## config.mk

```make
export PLATFORM = sky130hd
export DESIGN_NAME = led_current_setting_regs
export DESIGN_NICKNAME = d
export VERILOG_FILES = /design/src/led_setting_pkg.sv /design/src/current_decode.sv /design/src/led_current_setting_regs.sv
export SDC_FILE = /design/constraint.sdc
export NUM_CORES = 1
export LEC_CHECK = 0
export BUFFER_PORTS_ARGS = -buffer_cell sky130_fd_sc_hd__buf_4
export CORE_MARGIN = 1
export CORE_UTILIZATION = 30
export DETAILED_ROUTE_END_ITERATION = 7
export PLACE_DENSITY = 0.46
export SLEW_MARGIN = 25
export SYNTH_ARGS = -nofsm -noshare
export SYNTH_HDL_FRONTEND = slang
export SYNTH_HIERARCHICAL = 1
export SYNTH_SLANG_ARGS = --single-unit
export TNS_END_PERCENT = 10
```

## constraint.sdc

```tcl
create_clock -name clk -period 10.95 [get_ports clk]
set_clock_uncertainty 0.1 [all_clocks]
set_input_delay 2.19 -clock clk [delete_from_list [all_inputs] [get_ports clk]]
set_output_delay 2.19 -clock clk [all_outputs]
set_load 0.01 [all_outputs]
```

## src/led_setting_pkg.sv

```systemverilog
// Purpose: shared constants, types and field layouts of the LED current setting registers
// Assumes: 8-bit registers reached through a serial register pointer
// Notes: current figures are in fixed units named on each constant

package led_setting_pkg;

	// ------------------------------------------------------------
	// register offsets
	// ------------------------------------------------------------
	localparam logic [7:0] strobe_one_current_addr = 8'h01;
	localparam logic [7:0] strobe_two_current_addr = 8'h02;
	localparam logic [7:0] torch_current_addr = 8'h03;
	localparam logic [7:0] status_lamp_current_addr = 8'h05;
	localparam logic [7:0] lamp_timing_addr = 8'h07;

	// ------------------------------------------------------------
	// reset values and writable bit masks
	// ------------------------------------------------------------
	localparam logic [7:0] reg_reset_value = 8'h00;
	localparam logic [7:0] strobe_mask = 8'hF8;
	localparam logic [7:0] torch_mask = 8'h77;
	localparam logic [7:0] status_lamp_mask = 8'h7F;
	localparam logic [7:0] lamp_timing_mask = 8'h30;

	// ------------------------------------------------------------
	// field positions
	// ------------------------------------------------------------
	localparam int strobe_code_lsb = 3;
	localparam int torch_one_lsb = 4;
	localparam int torch_two_lsb = 0;
	localparam int lamp_blink_bit = 6;
	localparam int lamp_ramp_bit = 5;
	localparam int lamp_code_lsb = 0;
	localparam int lamp_on_time_lsb = 4;

	// ------------------------------------------------------------
	// decode figures
	// ------------------------------------------------------------
	// strobe current in units of 10 uA: 23.44 mA per step
	localparam logic [16:0] strobe_step_10ua = 17'h00928;
	localparam logic [16:0] strobe_code30_10ua = 17'h11BD0;
	localparam logic [16:0] strobe_code31_10ua = 17'h124F8;
	// torch current in uA: 15.625 mA per step
	localparam logic [16:0] torch_step_ua = 17'h03D09;
	// status lamp current in units of 0.5 mA
	localparam logic [5:0] lamp_code30_half_ma = 6'h1E;
	localparam logic [5:0] lamp_code31_half_ma = 6'h20;
	// on time base in ms
	localparam logic [10:0] lamp_on_base_ms = 11'h080;

	// ------------------------------------------------------------
	// serial engine
	// ------------------------------------------------------------
	localparam logic [3:0] bits_per_byte = 4'h8;
	localparam logic [3:0] last_tx_bit = 4'h7;

	typedef enum logic [8:0]
	{
		st_idle = 9'h001,
		st_addr = 9'h002,
		st_ack_addr = 9'h004,
		st_ptr = 9'h008,
		st_ack_ptr = 9'h010,
		st_wdata = 9'h020,
		st_ack_wdata = 9'h040,
		st_rdata = 9'h080,
		st_rack = 9'h100
	} serial_state_e;

	typedef struct packed
	{
		logic en;
		logic [7:0] addr;
		logic [7:0] data;
	} reg_write_s;

	typedef struct packed
	{
		logic [4:0] strobe_one_code;
		logic [4:0] strobe_two_code;
		logic [2:0] torch_one_code;
		logic [2:0] torch_two_code;
		logic [4:0] status_lamp_code;
		logic lamp_blink_enable;
		logic lamp_ramp_enable;
		logic [1:0] lamp_on_time_code;
	} led_codes_s;

	typedef struct packed
	{
		logic [16:0] strobe_one_10ua;
		logic [16:0] strobe_two_10ua;
		logic [16:0] torch_one_ua;
		logic [16:0] torch_two_ua;
		logic [5:0] status_lamp_half_ma;
		logic [10:0] lamp_on_time_ms;
	} led_levels_s;

endpackage

```

## src/current_decode.sv

```systemverilog
// Purpose: turns register codes into regulator current levels
// Assumes: codes come from flip-flops on the same clock
// Notes: outputs are registered, one clock behind the codes

`timescale 1ns/10ps
`default_nettype none

module current_decode
(
	// clock and reset
	input wire logic clk,
	input wire logic rst_n,
	// codes in
	input wire led_setting_pkg::led_codes_s codes,
	// levels out
	output led_setting_pkg::led_levels_s levels
);
	import led_setting_pkg::*;

	logic [4:0] strobe_code [2];
	logic [2:0] torch_code [2];
	logic [16:0] strobe_level [2];
	logic [16:0] torch_level [2];
	logic [5:0] lamp_level;
	logic [10:0] on_ms;

	assign strobe_code[0] = codes.strobe_one_code;
	assign strobe_code[1] = codes.strobe_two_code;
	assign torch_code[0] = codes.torch_one_code;
	assign torch_code[1] = codes.torch_two_code;

	// ------------------------------------------------------------
	// per channel decode
	// ------------------------------------------------------------
	genvar ch;
	generate
		for (ch = 0; ch < 2; ch++)
		begin : g_chan
			logic [16:0] strobe_steps;
			logic [16:0] torch_steps;
			assign strobe_steps = {12'h000, strobe_code[ch]} + 17'h00001;
			assign torch_steps = {14'h0000, torch_code[ch]} + 17'h00001;
			always_comb
			begin
				unique case (strobe_code[ch])
					5'h1E: strobe_level[ch] = strobe_code30_10ua;
					5'h1F: strobe_level[ch] = strobe_code31_10ua;
					default: strobe_level[ch] = 17'(strobe_steps * strobe_step_10ua);
				endcase
			end
			assign torch_level[ch] = 17'(torch_steps * torch_step_ua);
		end
	endgenerate

	// ------------------------------------------------------------
	// status lamp decode
	// ------------------------------------------------------------
	always_comb
	begin
		unique case (codes.status_lamp_code)
			5'h1E: lamp_level = lamp_code30_half_ma;
			5'h1F: lamp_level = lamp_code31_half_ma;
			default: lamp_level = {1'b0, codes.status_lamp_code} + 6'h01;
		endcase
	end

	assign on_ms = lamp_on_base_ms << codes.lamp_on_time_code;

	always_ff @(posedge clk or negedge rst_n)
	begin
		if (!rst_n)
		begin
			levels <= '0;
		end
		else
		begin
			levels.strobe_one_10ua <= strobe_level[0];
			levels.strobe_two_10ua <= strobe_level[1];
			levels.torch_one_ua <= torch_level[0];
			levels.torch_two_ua <= torch_level[1];
			levels.status_lamp_half_ma <= lamp_level;
			levels.lamp_on_time_ms <= on_ms;
		end
	end

endmodule

`default_nettype wire

```

## src/led_current_setting_regs.sv

```systemverilog
// Purpose: serial register slave holding the LED current settings
// Assumes: scl and sda arrive asynchronously from the bus pins
// Notes: pointer auto-increments after every data byte, read or write
//
// What this block does
// - strobe one code in bits seven to three
// - strobe two code, same step encoding
// - strobe one register at 0x01, resets 0x00
// - strobe two register at 0x02, resets 0x00
// - listed reserved bits carry no function
// - torch one code in bits six to four
// - torch two code in bits two to zero
// - torch register at 0x03, resets 0x00
// - lamp bit six enables blinking
// - lamp bit five enables current ramping
// - lamp code bits four to zero, half-mA steps
// - lamp bit seven reserved; 0x05, resets 0x00
// - two-bit lamp on time in timing register

`timescale 1ns/10ps
`default_nettype none

module led_current_setting_regs
#(
	parameter logic [6:0] SLAVE_ADDR = 7'h2A
)
(
	// clock and reset
	input wire logic clk,
	input wire logic rst_n,
	// serial bus pins
	input wire logic scl_in,
	input wire logic sda_in,
	output logic sda_out,
	output logic sda_oe,
	// register codes
	output led_setting_pkg::led_codes_s codes,
	// decoded regulator levels
	output led_setting_pkg::led_levels_s levels
);
	import led_setting_pkg::*;

	// ------------------------------------------------------------
	// parameter check
	// ------------------------------------------------------------
	generate
		if (SLAVE_ADDR[6:3] == 4'h0 || SLAVE_ADDR[6:3] == 4'hF)
		begin : g_bad_addr
			$error("slave address lies in a reserved address group");
		end
	endgenerate

	logic [2:0] scl_sync;
	logic [2:0] sda_sync;
	logic scl_f;
	logic sda_f;
	logic scl_q;
	logic sda_q;
	logic scl_rise;
	logic scl_fall;
	logic start_cond;
	logic stop_cond;
	serial_state_e state;
	logic [3:0] bit_cnt;
	logic [7:0] rx_shift;
	logic [7:0] tx_shift;
	logic [7:0] pointer;
	logic read_dir;
	logic master_nack;
	reg_write_s wr;
	logic [7:0] strobe_one_current;
	logic [7:0] strobe_two_current;
	logic [7:0] torch_current;
	logic [7:0] status_lamp_current;
	logic [7:0] lamp_timing;
	logic [7:0] rd_data;

	// ------------------------------------------------------------
	// pin synchronisers and filters
	// ------------------------------------------------------------
	// a level counts only once the second and third stages agree
	always_ff @(posedge clk or negedge rst_n)
	begin
		if (!rst_n)
		begin
			scl_sync <= 3'h7;
			sda_sync <= 3'h7;
			scl_f <= 1'b1;
			sda_f <= 1'b1;
		end
		else
		begin
			scl_sync <= {scl_sync[1:0], scl_in};
			sda_sync <= {sda_sync[1:0], sda_in};
			if (scl_sync[2] == scl_sync[1])
			begin
				scl_f <= scl_sync[2];
			end
			if (sda_sync[2] == sda_sync[1])
			begin
				sda_f <= sda_sync[2];
			end
		end
	end

	always_ff @(posedge clk or negedge rst_n)
	begin
		if (!rst_n)
		begin
			scl_q <= 1'b1;
			sda_q <= 1'b1;
		end
		else
		begin
			scl_q <= scl_f;
			sda_q <= sda_f;
		end
	end

	assign scl_rise = scl_f & ~scl_q;
	assign scl_fall = ~scl_f & scl_q;
	assign start_cond = scl_f & scl_q & sda_q & ~sda_f;
	assign stop_cond = scl_f & scl_q & ~sda_q & sda_f;

	// ------------------------------------------------------------
	// serial engine
	// ------------------------------------------------------------
	always_ff @(posedge clk or negedge rst_n)
	begin
		if (!rst_n)
		begin
			state <= st_idle;
			bit_cnt <= 4'h0;
			rx_shift <= 8'h00;
			tx_shift <= 8'h00;
			pointer <= 8'h00;
			read_dir <= 1'b0;
			master_nack <= 1'b0;
		end
		else if (start_cond)
		begin
			state <= st_addr;
			bit_cnt <= 4'h0;
		end
		else if (stop_cond)
		begin
			state <= st_idle;
			bit_cnt <= 4'h0;
		end
		else
		begin
			unique case (state)
				st_idle:
				begin
					bit_cnt <= 4'h0;
				end
				st_addr, st_ptr, st_wdata:
				begin
					if (scl_rise)
					begin
						rx_shift <= {rx_shift[6:0], sda_f};
						bit_cnt <= bit_cnt + 4'h1;
					end
					else if (scl_fall && bit_cnt == bits_per_byte)
					begin
						bit_cnt <= 4'h0;
						if (state == st_addr)
						begin
							read_dir <= rx_shift[0];
							state <= (rx_shift[7:1] == SLAVE_ADDR) ? st_ack_addr : st_idle;
						end
						else if (state == st_ptr)
						begin
							pointer <= rx_shift;
							state <= st_ack_ptr;
						end
						else
						begin
							pointer <= pointer + 8'h01;
							state <= st_ack_wdata;
						end
					end
				end
				st_ack_addr:
				begin
					if (scl_fall)
					begin
						bit_cnt <= 4'h0;
						if (read_dir)
						begin
							tx_shift <= rd_data;
							state <= st_rdata;
						end
						else
						begin
							state <= st_ptr;
						end
					end
				end
				st_ack_ptr, st_ack_wdata:
				begin
					if (scl_fall)
					begin
						state <= st_wdata;
					end
				end
				st_rdata:
				begin
					if (scl_fall)
					begin
						tx_shift <= {tx_shift[6:0], 1'b0};
						if (bit_cnt == last_tx_bit)
						begin
							bit_cnt <= 4'h0;
							pointer <= pointer + 8'h01;
							state <= st_rack;
						end
						else
						begin
							bit_cnt <= bit_cnt + 4'h1;
						end
					end
				end
				st_rack:
				begin
					if (scl_rise)
					begin
						master_nack <= sda_f;
					end
					else if (scl_fall)
					begin
						if (master_nack)
						begin
							state <= st_idle;
						end
						else
						begin
							tx_shift <= rd_data;
							state <= st_rdata;
						end
					end
				end
			endcase
		end
	end

	// open-drain data line: only ever pulled low
	assign sda_out = 1'b0;
	assign sda_oe = (state == st_ack_addr) || (state == st_ack_ptr) || (state == st_ack_wdata)
		|| (state == st_rdata && !tx_shift[7]);

	// write strobe at the end of each received data byte
	always_comb
	begin
		wr.en = (state == st_wdata) && scl_fall && (bit_cnt == bits_per_byte) && !start_cond && !stop_cond;
		wr.addr = pointer;
		wr.data = rx_shift;
	end

	// ------------------------------------------------------------
	// register file
	// ------------------------------------------------------------
	always_ff @(posedge clk or negedge rst_n)
	begin
		if (!rst_n)
		begin
			strobe_one_current <= reg_reset_value;
			strobe_two_current <= reg_reset_value;
			torch_current <= reg_reset_value;
			status_lamp_current <= reg_reset_value;
			lamp_timing <= reg_reset_value;
		end
		else if (wr.en)
		begin
			// masked stores keep reserved bits at zero
			unique case (wr.addr)
				strobe_one_current_addr: strobe_one_current <= wr.data & strobe_mask;
				strobe_two_current_addr: strobe_two_current <= wr.data & strobe_mask;
				torch_current_addr: torch_current <= wr.data & torch_mask;
				status_lamp_current_addr: status_lamp_current <= wr.data & status_lamp_mask;
				lamp_timing_addr: lamp_timing <= wr.data & lamp_timing_mask;
				default: ;
			endcase
		end
	end

	// read mux; unmapped offsets read zero
	always_comb
	begin
		unique case (pointer)
			strobe_one_current_addr: rd_data = strobe_one_current;
			strobe_two_current_addr: rd_data = strobe_two_current;
			torch_current_addr: rd_data = torch_current;
			status_lamp_current_addr: rd_data = status_lamp_current;
			lamp_timing_addr: rd_data = lamp_timing;
			default: rd_data = 8'h00;
		endcase
	end

	// ------------------------------------------------------------
	// field extraction
	// ------------------------------------------------------------
	// reserved bits are masked out above, so they reach no output
	assign codes.strobe_one_code = strobe_one_current[strobe_code_lsb +: 5];
	assign codes.strobe_two_code = strobe_two_current[strobe_code_lsb +: 5];
	assign codes.torch_one_code = torch_current[torch_one_lsb +: 3];
	assign codes.torch_two_code = torch_current[torch_two_lsb +: 3];
	assign codes.status_lamp_code = status_lamp_current[lamp_code_lsb +: 5];
	assign codes.lamp_blink_enable = status_lamp_current[lamp_blink_bit];
	assign codes.lamp_ramp_enable = status_lamp_current[lamp_ramp_bit];
	assign codes.lamp_on_time_code = lamp_timing[lamp_on_time_lsb +: 2];
	// no reserved bit feeds any field above

	current_decode u_decode
	(
		.clk(clk),
		.rst_n(rst_n),
		.codes(codes),
		.levels(levels)
	);

endmodule

`default_nettype wire

```

# Word-level counts from Yosys, hierarchy flattened
# Cells that the tools add are included.
[word_totals]
reg_bits = 159
latch_bits = 0
ram_bits = 0
rom_bits = 0
inputBits = 4
out_inout_bits = 112
elab_cells = 166
n_memories = 0
[op_classes]
n_addsub = 7
multipliers = 4
div = 0
order_cmp = 0
n_eq_ne = 44
shifts = 1
muxes = 42
n_bitwise = 14
n_reduce_logical = 30
[op_table]
columns = ["operator", "count"]
rows = [
  ["$mux W8", 14],
  ["$mux W9", 10],
  ["$pmux W17 S2", 2],
  ["$pmux W9 S5", 1],
  ["$pmux W8 S5", 1],
  ["$mul A17 B14 Y17 const B", 2],
  ["$mul A17 B9 Y14 const B", 2],
  ["$ne A4 B4 Y1 const B", 8],
  ["$eq A5 B5 Y1 const B", 6],
  ["$mux W4", 7],
  ["$pmux W8 S3", 1],
  ["$ne A2 B2 Y1 const B", 10],
  ["$add A5 B1 Y6 const B", 3],
  ["$reduce_and A9 Y1", 2],
  ["$eq A8 B2 Y1 const B", 2],
  ["$eq A8 B3 Y1 const B", 2],
  ["$pmux W4 S4", 1],
  ["$pmux W8 S2", 1],
  ["$mux W7", 2],
  ["$pmux W6 S2", 1],
  ["$reduce_and A4 Y1", 3],
  ["$shl A8 B2 Y11 const A", 1],
  ["$reduce_and A2 Y1", 5],
  ["$eq A9 B1 Y1 const B", 1],
  ["other kinds (31)", 54],
]

# Depth between registers and ports, before layout
# Gate-level depths: netlist (run 1).
[logic_depth]
ltp_word = 8
mapped_depth = 13
mapped_depth_nobuf = 13

# Cells and area by module
# Netlist (run 1), hierarchy kept.
[by_module_without_submodules]
columns = ["module", "n_inst", "cells_each", "area_each_um2", "seq_area_each_um2"]
rows = [
  ["current_decode", 1, 418, 4484.3, 1651.6],
  ["led_current_setting_regs", 1, 362, 3945.0, 1865.5],
]

# Worst setup path before layout (run 1)
# OpenSTA, ideal clock, no wires.
[synth_timing]
path_kind = "flip-flop to output port"
from = "reg state[7]"
to = "out sda_oe"
t_arrival_ps = 1496
required_ps = 8660
path_slack_ps = 7164
path_stages_with_launch = 5
path_buffers = 1
cell_sequence = "dfrtp_1 buf_2 nor4_1 nand3_1 o211ai_1"
[synth_via]
elab_chain_len = 4
word_cells_on_any_way = 8
classes_between = "4 x eq/ne; 4 x reduce/logical"
[synth_rtl]
columns = ["item", "line", "source"]
rows = [
  ["start, declared", "led_current_setting_regs.sv:63", "serial_state_e state;"],
  ["start signal, assigned", "led_current_setting_regs.sv:132", "state <= st_idle;"],
  ["start signal, assigned", "led_current_setting_regs.sv:142", "state <= st_addr;"],
  ["start signal, assigned", "led_current_setting_regs.sv:147", "state <= st_idle;"],
  ["$eq A9 B3 Y1 or $eq A9 B5 Y1 (tied branches)", "led_current_setting_regs.sv:249", "assign sda_oe = (state == st_ack_addr) || (state == st_ack_ptr) || (state == st_ack_wdata)"],
  ["$logic_or A1 B1 Y1 (2 in series)", "led_current_setting_regs.sv:249", ""],
  ["$logic_or A1 B1 Y1 (*)", "led_current_setting_regs.sv:250", "|| (state == st_rdata && !tx_shift[7]);"],
  ["end, declared", "led_current_setting_regs.sv:35", "output logic sda_oe,"],
]
# Every way passes the cells marked *; elsewhere a longest branch is shown, timed or not.

# Final worst setup path (run 1)
[layout_timing]
from = "reg state[5]"
to = "out sda_oe"
# The elaborated chain is that of the path after synthesis.

==> run_results.csv, run 1 <==
group,metric,value,unit
run_status,run_status,"complete, no violations",
floorplan,floorplan_core_area,27300,sq um
global_route,antenna_found_initial,0,
power,vdd.ir_drop.worst,0.0816,mV
run,drv.max_cap_violation_count,0,
route,post-route-drc-count,0,
floorplan,die-width,170,um
route,vias_per_cell,4.73,
route,drt_iter0_markers,299,
worst_setup_path,worst_setup_path_start_kind,"flop",
timing,maxSlewViolCount,0,
worst_setup_path,crit_chain,"nor4b_1 > nand3_1 > o211ai_1 > buf_4",
synthesis,synthesis.yosys.warnings,6,
route,drtPass1Iterations,4,
cts,h-tree-depth,4,
synthesis,synthesis.instances,780,
timing,post-route-min-period,4.71,ns
cts,post-cts-setup-buffers,0,
timing,slew-limit-headroom,0.313,
worst_hold_path,min_path_type,"flop to flop",
global_route,busiest_layer,"met2",
worst_setup_path,critPathRequiredTime,8.66,ns
cts,clock_path_buffers,2,
cts,cts-buffers-inserted,17,
synthesis,synthesis.area,8430,sq um
global_route,grt.met1_usage,0.197,
global_route,grt_max_degree,77,
layout,synthToLayoutAreaGrowth,19.2,%
floorplan,die_area,28800,sq um
synthesis,syn-mean-instance-area,10.8,sq um
floorplan,num_rows,60,
timing,finalSetupViolCount,0,
timing,final.setup.tns,0,ns
timing,fmax,212,MHz
synthesis,asyncSetResetFlopFracSynth,1.00,
cts,cts.clk_slew.worst_paths,0.06,ns
worst_setup_path,largest_fanout_of_any_net_on_the_critical_path,15,
layout,insertedDiodeCount,0,
synthesis,synth.yosys.seq_area_share,0.417,
global_route,globalRouteMet3Util,0.0285,
worst_setup_path,critPathSlowestCell,"sky130_fd_sc_hd__nor4b_1",
route,post_drt_wl_per_cell,15.1,um
synthesis,cell_accounting_for_the_most_synthesized_area,"sky130_fd_sc_hd__dfrtp_1",
cts,cts-root-buf,"sky130_fd_sc_hd__clkbuf_16",
synthesis,synthFlopType,"sky130_fd_sc_hd__dfrtp_1",
timing,max_slew.worst_pin.slew,1.03,ns
route,route.final.wire_length,19.1,mm
timing,grt_setup_unrepaired,"false",
route,drtAntennaViolNets,0,
placed_design,buffer_ports.inserted,101,
cts,cts_tree,"done",
synthesis,synth.lib_cells_used.distinct,79,
global_route,overall_track_demand_over_capacity_in_global_routing,0.140,
layout,post_route_cells_drive_above_1_share,0.237,
placed_design,detailed_place_hpwl,13.7,mm
global_route,globalRoute.totalOverflow,0,
power,leakagePower,5.10,nW
worst_setup_path,endpoint_kind,"primary output",
floorplan,pin_count,116,
synthesis,synth_area_leaders,"sky130_fd_sc_hd__dfrtp_1 38%, sky130_fd_sc_hd__ha_1 13%, sky130_fd_sc_hd__mux2_2 4.7%, sky130_fd_sc_hd__dfstp_2 3.4%, sky130_fd_sc_hd__fa_1 3.3%",
route,dr_total_vias,5975,
synthesis,post-synth-top-count-cell,"sky130_fd_sc_hd__dfrtp_1",
global_route,gr-usage-met2,0.214,
floorplan,die_height,170,um
synthesis,count_of_flip_flops_with_a_built_in_enable_after_synthesis,0,
layout,finalNetCount,982,
global_route,wire_length_of_the_first_global_routing_pass,31.6,mm
worst_setup_path,worst-setup-path-type,"flop to primary output",
cts,ctsHoldBuffers,0,
cts,postCtsResizedCells,0,
cts,numClockSinks,140,
power,power_per_cell_area,139,nW/um^2
placed_design,gp_congestion,0.823,
synthesis,netlist.area_leader.share,0.383,
global_route,grt_pass1_vias,5853,
layout,utilization_after_layout,0.369,
synthesis,postSynthRegisterBits,140,
timing,final_hold_viol_count,0,
worst_setup_path,worst_path_arrival_time,2.42,ns
cts,clk-insertion-delay-late,0.42,ns
timing,fin_crit_sh,0.430,
worst_setup_path,slowest_delay,0.68,ns
layout,fill_cells,2737,
floorplan,initial_utilization,0.309,
timing,final.hold.worst_slack,0.256,ns
synthesis,synthTopCellsByCount,"129 x sky130_fd_sc_hd__dfrtp_1, 87 x sky130_fd_sc_hd__ha_1, 59 x sky130_fd_sc_hd__inv_1",
power,finalPower,1.39,mW
per-stage QoR:
step,setup WS (ns),area [sq um],std cells
final,6.24,10000,1262
after global routing,6.02,10000,1262
after global placement,6.80,9470,1230
after floorplan,7.16,8490,795
after CTS,6.26,10000,1262
after detailed placement,6.73,9470,1230
final cells by class:
class / instances / area (sq um) / share of cell area
Multi-Input combinational cell: 557 / 4500 / 0.447
Clock inverter: 15 / 155 / 0.0154
Tap cell: 372 / 465 / 0.0463
Clock buffer: 17 / 425 / 0.0423
Inverter: 59 / 221 / 0.0220
Timing Repair Buffer: 102 / 769 / 0.0766
Sequential cell: 140 / 3520 / 0.350
registers in the layout, indices dropped and copies added (netlist names), 2 cells and up:
register / count
bit_cnt: 4
lamp_timing: 2
pointer: 8
rx_shift: 8
scl_sync: 3
sda_sync: 3
state: 9
status_lamp_current: 7
strobe_one_current: 5
strobe_two_current: 5
torch_current: 6
tx_shift: 8
u_decode/levels: 66
worst max-delay path: cells and delay by family, from the launching register on:
family | cells | cell delay, ns
AND/OR/NAND/NOR | 2 | 0.98
flip-flops | 1 | 0.57
AO/OA/AOI/OAI | 1 | 0.29
buffers and inverters | 1 | 0.16
final timing paths:
path	from	end	slack (ns)	cells past startpoint
setup / recovery	state[5]	sda_oe	6.24	4
hold / removal	scl_sync[0]	scl_sync[1]	0.26	0
setup reg to reg	strobe_one_current[3]	u_decode/levels[81]	7.20	13
hold reg to reg	scl_sync[0]	scl_sync[1]	0.26	0
max in group asynchronous	rst_n	strobe_one_current[7]	7.67	2
min in group asynchronous	rst_n	u_decode/levels[63]	1.71	1
where the power goes:
part | total [mW] | switching [mW] | internal [mW] | leakage [nW]
combinational | 0.223 | 0.137 | 0.0853 | 3.04
clock | 0.576 | 0.255 | 0.322 | 0.274
sequential | 0.593 | 0.0486 | 0.544 | 1.78
layout by cell type (no fill, tap or decap), types with 20 or more instances in the layout:
cell type	instances
sky130_fd_sc_hd__dfrtp_1	129
sky130_fd_sc_hd__buf_4	101
sky130_fd_sc_hd__ha_1	87
sky130_fd_sc_hd__inv_1	59
sky130_fd_sc_hd__nand2_1	47
sky130_fd_sc_hd__o21ai_0	45
sky130_fd_sc_hd__mux2_2	35
sky130_fd_sc_hd__a21oi_1	35
sky130_fd_sc_hd__nor2_1	28
sky130_fd_sc_hd__nand3_1	22
sky130_fd_sc_hd__xor2_1	22
sky130_fd_sc_hd__xnor2_1	20
cells by family after synthesis:
logic type                 synth area share
adders and majority gates             0.165
buffers and inverters                0.0561
muxes                                0.0675
AOI/OAI and AO/OA                     0.129
DFF                                   0.417
and+or+nand+nor                       0.121
other                              0.000891
xor gates and xnor gates             0.0436
routing by layer:
layer  up-vias  part of all wire
met2       148              0.45
met3        25             0.041
li1       2923                 -
met4         0             0.015
met1      2879              0.50
met5         -                 0
Note: power is estimated with default switching activity, not from simulation.
==> run 2, diff against run 1 <==
--- a/config.mk
+++ b/config.mk
@@ -9,7 +9,7 @@
 export CORE_MARGIN = 1
 export CORE_UTILIZATION = 30
 export DETAILED_ROUTE_END_ITERATION = 7
-export PLACE_DENSITY = 0.46
+export PLACE_DENSITY = 0.48
 export SLEW_MARGIN = 25
 export SYNTH_ARGS = -nofsm -noshare
 export SYNTH_HDL_FRONTEND = slang
==> constraint.sdc (replaced) <==
create_clock -name clk -period 4.15 [get_ports clk]
set_clock_uncertainty 0.1 [all_clocks]
set_input_delay 0.83 -clock clk [delete_from_list [all_inputs] [get_ports clk]]
set_output_delay 0.83 -clock clk [all_outputs]
set_load 0.01 [all_outputs]
==> run_results.csv, run 2 (synthesis gave the netlist of run 1 again) <==
group,metric,value,unit
global_route,wire_length_of_the_first_global_routing_pass,31.8,mm
cts,clk-insertion-delay-late,0.42,ns
global_route,antenna_found_initial,0,
floorplan,pin_count,116,
timing,final_hold_viol_count,0,
worst_setup_path,crit_chain,"ha_1 > and3_1 > ha_1 > inv_1 > fa_1 > inv_1 > ha_1 > ha_1 > nand2b_1 > a21oi_1 > o21a_1 > or3_1 > a31o_1",
global_route,busiest_layer,"met2",
placed_design,post_dp_cell_area,9530,sq um
worst_setup_path,worst-setup-path-type,"flop to flop",
run,drv.max_cap_violation_count,0,
route,post-route-drc-count,0,
worst_setup_path,largest_fanout_of_any_net_on_the_critical_path,10,
floorplan,die-width,170,um
worst_hold_path,min_path_type,"flop to flop",
placed_design,gp_congestion,0.801,
cts,numClockSinks,140,
global_route,grt_pass1_vias,5959,
timing,finalSetupViolCount,0,
route,route.final.wire_length,18.9,mm
timing,slew-limit-headroom,0.470,
worst_setup_path,cpLargestDelayFamily,"adder cells",
route,drt_iter0_markers,386,
worst_setup_path,timing.critical_path.buf_inv,2,
floorplan,initial_utilization,0.309,
timing,grt_setup_unrepaired,"false",
global_route,gr-usage-met2,0.218,
global_route,overall_track_demand_over_capacity_in_global_routing,0.139,
placed_design,detailed_place_hpwl,13.8,mm
layout,stdcell_area,10100,sq um
global_route,globalRoute.totalOverflow,0,
cts,cts-buffers-inserted,17,
placed_design,preCtsSetupSlack,0.398,ns
worst_setup_path,critPathMostFrequentCell,"sky130_fd_sc_hd__ha_1",
power,vdd.ir_drop.worst,0.189,mV
timing,final.hold.worst_slack,0.256,ns
layout,max_flop_register,"u_decode/levels",
power,leakagePower,5.14,nW
route,drtPass1Iterations,8,
cts,postCtsResizedCells,0,
timing,setup_slack,0.397,ns
layout,largest_registers,"u_decode/levels: 66 flops, state: 9 flops",
global_route,globalRouteMet3Util,0.0250,
floorplan,num_rows,60,
layout,finalNetCount,989,
timing,max_slew.worst_pin.slew,0.789,ns
cts,cts-root-buf,"sky130_fd_sc_hd__clkbuf_16",
timing,fin_crit_sh,0.904,
worst_setup_path,critPathSlowestCell,"sky130_fd_sc_hd__fa_1",
cts,post-cts-setup-buffers,0,
cts,h-tree-depth,4,
floorplan,die_height,170,um
worst_setup_path,critPathRequiredTime,4.37,ns
timing,final.setup.tns,0,ns
layout,insertedDiodeCount,0,
timing,post-route-min-period,3.75,ns
layout,number_of_flip_flops_in_the_largest_register,66,
floorplan,floorplan_core_area,27300,sq um
cts,clock_path_buffers,2,
worst_setup_path,endpoint_kind,"flop",
floorplan,die_area,28800,sq um
worst_setup_path,worst_path_arrival_time,3.97,ns
layout,layout.cells.most_common,"sky130_fd_sc_hd__dfrtp_1",
run_status,run_status,"complete, no violations",
route,post_drt_wl_per_cell,14.9,um
layout,layout_common_cells,"129 x sky130_fd_sc_hd__dfrtp_1, 107 x sky130_fd_sc_hd__buf_4, 87 x sky130_fd_sc_hd__ha_1",
placed_design,buffer_ports.inserted,101,
route,drtAntennaViolNets,0,
global_route,grt_max_degree,81,
worst_setup_path,slowest_delay,0.53,ns
layout,post_route_cells_drive_above_1_share,0.243,
layout,synthToLayoutAreaGrowth,20.0,%
route,vias_per_cell,4.71,
cts,cts_tree,"done",
global_route,grt.met1_usage,0.194,
timing,maxSlewViolCount,0,
cts,ctsHoldBuffers,0,
worst_setup_path,worst_setup_path_start_kind,"flop",
cts,cts.clk_slew.worst_paths,0.07,ns
power,power_per_cell_area,364,nW/um^2
route,dr_total_vias,5976,
timing,fmax,266,MHz
-- run 2: cell count changes in the layout (fill, tap and decap cells not counted) --
cell	delta
sky130_fd_sc_hd__buf_12	+1
sky130_fd_sc_hd__clkinv_2	+1
sky130_fd_sc_hd__clkinvlp_4	-1
sky130_fd_sc_hd__buf_4	+6
-- run 2: routing by layer --
| layer | part of all wire | vias up |
|---|---|---|
| met3 | 0.037 | 14 |
| met5 | 0 | - |
| li1 | - | 2949 |
| met1 | 0.50 | 2883 |
| met4 | 0.013 | 0 |
| met2 | 0.45 | 130 |
-- run 2: layout make-up --
cell class | count | area [sq um]
repair buffers | 109 | 835
multi-input cells | 557 | 4500
flip-flops and latches | 140 | 3520
clock buffers | 17 | 425
well taps | 372 | 465
clock inverters | 15 | 153
fillers | 2719 | 17100
inverters | 59 | 221
-- run 2: metrics by stage --
step                      std cells   util  power (mW)
after floorplan                 795      -        2.01
after global placement         1237  0.350        2.19
after detailed placement       1237  0.350        2.19
after CTS                      1269  0.371        3.73
after global routing           1269  0.371        3.87
final                          1269  0.371        3.68
-- run 2: worst register-to-register path, stage by stage, from the launching register on --
cell and delay [ns]:
sky130_fd_sc_hd__dfrtp_1 0.48, sky130_fd_sc_hd__ha_1 0.27, sky130_fd_sc_hd__and3_1 0.19, sky130_fd_sc_hd__ha_1 0.36
sky130_fd_sc_hd__inv_1 0.08, sky130_fd_sc_hd__fa_1 0.53, sky130_fd_sc_hd__inv_1 0.04, sky130_fd_sc_hd__ha_1 0.28
sky130_fd_sc_hd__ha_1 0.35, sky130_fd_sc_hd__nand2b_1 0.12, sky130_fd_sc_hd__a21oi_1 0.14, sky130_fd_sc_hd__o21a_1 0.20
sky130_fd_sc_hd__or3_1 0.30, sky130_fd_sc_hd__a31o_1 0.21
-- run 2: path summary, 6_finish.rpt --
kind                                        from             endpoint  slack, ns  depth (start not counted)
min in group asynchronous                  rst_n  u_decode/levels[64]       0.29                          1
min                                  scl_sync[0]          scl_sync[1]       0.26                          0
max                        strobe_one_current[3]  u_decode/levels[81]       0.40                         13
min reg2reg                          scl_sync[0]          scl_sync[1]       0.26                          0
max in group asynchronous                  rst_n  u_decode/levels[12]       2.80                          2
max reg2reg                strobe_one_current[3]  u_decode/levels[81]       0.40                         13
-- run 2: power breakdown --
part | total, mW | switching (mW) | internal, mW | leakage, nW
registers | 1.57 | 0.132 | 1.44 | 1.78
clock network | 1.52 | 0.672 | 0.848 | 0.277
logic | 0.594 | 0.359 | 0.235 | 3.08
total | 3.68 | 1.16 | 2.52 | 5.14
==> run 3, diff against run 2 <==
--- a/config.mk
+++ b/config.mk
@@ -6,10 +6,12 @@
 export NUM_CORES = 1
 export LEC_CHECK = 0
 export BUFFER_PORTS_ARGS = -buffer_cell sky130_fd_sc_hd__buf_4
+export CELL_PAD_IN_SITES_DETAIL_PLACEMENT = 0
+export CELL_PAD_IN_SITES_GLOBAL_PLACEMENT = 1
 export CORE_MARGIN = 1
 export CORE_UTILIZATION = 30
 export DETAILED_ROUTE_END_ITERATION = 7
-export PLACE_DENSITY = 0.48
+export PLACE_DENSITY = 0.58
 export SLEW_MARGIN = 25
 export SYNTH_ARGS = -nofsm -noshare
 export SYNTH_HDL_FRONTEND = slang
==> run_results.csv, run 3 (synthesis gave the netlist of run 1 again) <==
group,metric,value,unit
layout,synthToLayoutAreaGrowth,20.2,%
layout,layout_common_cells,"129 x sky130_fd_sc_hd__dfrtp_1, 109 x sky130_fd_sc_hd__buf_4, 87 x sky130_fd_sc_hd__ha_1",
worst_setup_path,critPathMostFrequentCell,"sky130_fd_sc_hd__ha_1",
layout,stdcell_area,10100,sq um
cts,cts_tree,"done",
placed_design,gp_congestion,0.788,
worst_setup_path,cpLargestDelayFamily,"adder cells",
run,drv.max_cap_violation_count,0,
worst_setup_path,worst_setup_path_start_kind,"flop",
floorplan,die_area,28800,sq um
cts,ctsHoldBuffers,0,
layout,max_flop_register,"u_decode/levels",
layout,layout.cells.most_common,"sky130_fd_sc_hd__dfrtp_1",
layout,insertedDiodeCount,0,
global_route,grt_max_degree,91,
floorplan,pin_count,116,
timing,post-route-min-period,3.73,ns
cts,clk-insertion-delay-late,0.43,ns
worst_setup_path,critPathSlowestCell,"sky130_fd_sc_hd__fa_1",
layout,post_route_cells_drive_above_1_share,0.245,
cts,cts-buffers-inserted,17,
global_route,wire_length_of_the_first_global_routing_pass,32.7,mm
layout,number_of_flip_flops_in_the_largest_register,66,
placed_design,detailed_place_hpwl,14.1,mm
power,power_per_cell_area,365,nW/um^2
global_route,antenna_found_initial,0,
power,power.switching,1.18,mW
route,post-route-drc-count,0,
worst_setup_path,slowest_delay,0.53,ns
layout,fill_cells,2711,
route,post_drt_wl_per_cell,15.5,um
power,vdd.ir_drop.worst,0.193,mV
timing,finalSetupViolCount,0,
layout,footprint_of_the_multi_input_gates,4500,sq um
worst_setup_path,crit_chain,"ha_1 > and3_1 > ha_1 > inv_1 > fa_1 > inv_1 > ha_1 > ha_1 > nand2b_1 > a21oi_1 > o21a_1 > or3_1 > a31o_1",
global_route,overall_track_demand_over_capacity_in_global_routing,0.145,
route,vias_per_cell,4.72,
floorplan,num_rows,60,
global_route,grt_pass1_vias,6026,
route,drtPass1Iterations,5,
cts,numClockSinks,140,
floorplan,die_height,170,um
route,drtAntennaViolNets,0,
timing,slew-limit-headroom,0.414,
layout,largest_registers,"u_decode/levels: 66 flops, state: 9 flops",
timing,setup_slack,0.415,ns
cts,cts-root-buf,"sky130_fd_sc_hd__clkbuf_16",
power,leakagePower,5.15,nW
timing,maxSlewViolCount,0,
cts,h-tree-depth,4,
worst_setup_path,worst_path_arrival_time,3.96,ns
timing,fin_crit_sh,0.900,
worst_setup_path,timing.critical_path.buf_inv,2,
worst_hold_path,min_path_type,"flop to flop",
worst_setup_path,worst-setup-path-type,"flop to flop",
route,drt_iter0_markers,375,
run_status,run_status,"complete, no violations",
route,dr_total_vias,5996,
layout,ff_latch_area,3520,sq um
cts,clock_path_buffers,2,
power,comb_power_share,0.162,
timing,max_slew.worst_pin.slew,0.880,ns
cts,post-cts-setup-buffers,0,
cts,postCtsResizedCells,0,
timing,grt_setup_unrepaired,"false",
timing,final.setup.tns,0,ns
placed_design,post_dp_cell_area,9550,sq um
cts,cts.clk_slew.worst_paths,0.07,ns
power,cell_internal_pwr,2.52,mW
power,power_switching_share,0.319,
power,power.sequential.fraction,0.424,
placed_design,preCtsSetupSlack,0.429,ns
timing,final_hold_viol_count,0,
worst_setup_path,endpoint_kind,"flop",
route,route.final.wire_length,19.7,mm
floorplan,initial_utilization,0.309,
placed_design,buffer_ports.inserted,101,
power,p_clk_frac,0.414,
layout,finalNetCount,991,
worst_setup_path,largest_fanout_of_any_net_on_the_critical_path,10,
floorplan,floorplan_core_area,27300,sq um
floorplan,die-width,170,um
worst_setup_path,critPathRequiredTime,4.37,ns
timing,fmax,268,MHz
global_route,globalRoute.totalOverflow,0,
==> run 3: cell types whose count changed in the layout (fill, tap and decap cells not counted), sizes merged <==
cell,delta
clkinv,+1
inv,-1
buf,+2
==> run 3: power by group through the flow <==
stage	clock [mW]	sequential [mW]	combinational, mW
after detailed placement	0	1.60	0.601
after floorplan	0	1.51	0.497
final	1.53	1.57	0.598
after global routing	1.65	1.59	0.661
after global placement	0	1.60	0.605
after CTS	1.59	1.57	0.604
==> run 3: worst register-to-register path, cell delays in order (launching register included) <==
cell and delay [ns]:
sky130_fd_sc_hd__dfrtp_1 0.50, sky130_fd_sc_hd__ha_1 0.27, sky130_fd_sc_hd__and3_1 0.18, sky130_fd_sc_hd__ha_1 0.36, sky130_fd_sc_hd__inv_1 0.08, sky130_fd_sc_hd__fa_1 0.53
sky130_fd_sc_hd__inv_1 0.04, sky130_fd_sc_hd__ha_1 0.28, sky130_fd_sc_hd__ha_1 0.35, sky130_fd_sc_hd__nand2b_1 0.12, sky130_fd_sc_hd__a21oi_1 0.11, sky130_fd_sc_hd__o21a_1 0.19
sky130_fd_sc_hd__or3_1 0.30, sky130_fd_sc_hd__a31o_1 0.21
==> run 3: worst paths after layout <==
check | start | end | slack [ns] | cells after the start
max | strobe_one_current[3] | u_decode/levels[81] | 0.42 | 13
min | scl_sync[0] | scl_sync[1] | 0.26 | 0
max reg2reg | strobe_one_current[3] | u_decode/levels[81] | 0.42 | 13
min reg2reg | scl_sync[0] | scl_sync[1] | 0.26 | 0
max in group asynchronous | rst_n | u_decode/levels[74] | 2.76 | 2
min in group asynchronous | rst_n | u_decode/levels[62] | 0.38 | 1
==> run 3: routing by layer <==
metal	vias to the layer above	share of wire	GRT usage
li1	2930	-	-
met1	2922	0.49	0.201
met2	130	0.45	0.226
met3	14	0.039	0.0285
met4	0	0.012	0.0462
met5	-	0	0
==> run 3: cell type report <==
cell class,instances,area share
clock inverter,15,0.0153
sequential,140,0.347
inverter,59,0.0219
multi-input combinational,557,0.444
timing repair buffer,111,0.0839
clock buffer,17,0.0420
tap,372,0.0459
==> run 3: metrics by stage <==
| stage | hold slack [ns] | instances | utilization | total power [mW] |
|---|---|---|---|---|
| after detailed placement | 0.249 | 1239 | 0.350 | 2.20 |
| final | 0.256 | 1271 | 0.372 | 3.70 |
| after global routing | 0.261 | 1271 | 0.372 | 3.90 |
| after CTS | 0.259 | 1271 | 0.372 | 3.76 |
| after floorplan | 0.245 | 795 | - | 2.01 |
| after global placement | 0.246 | 1239 | 0.350 | 2.20 |
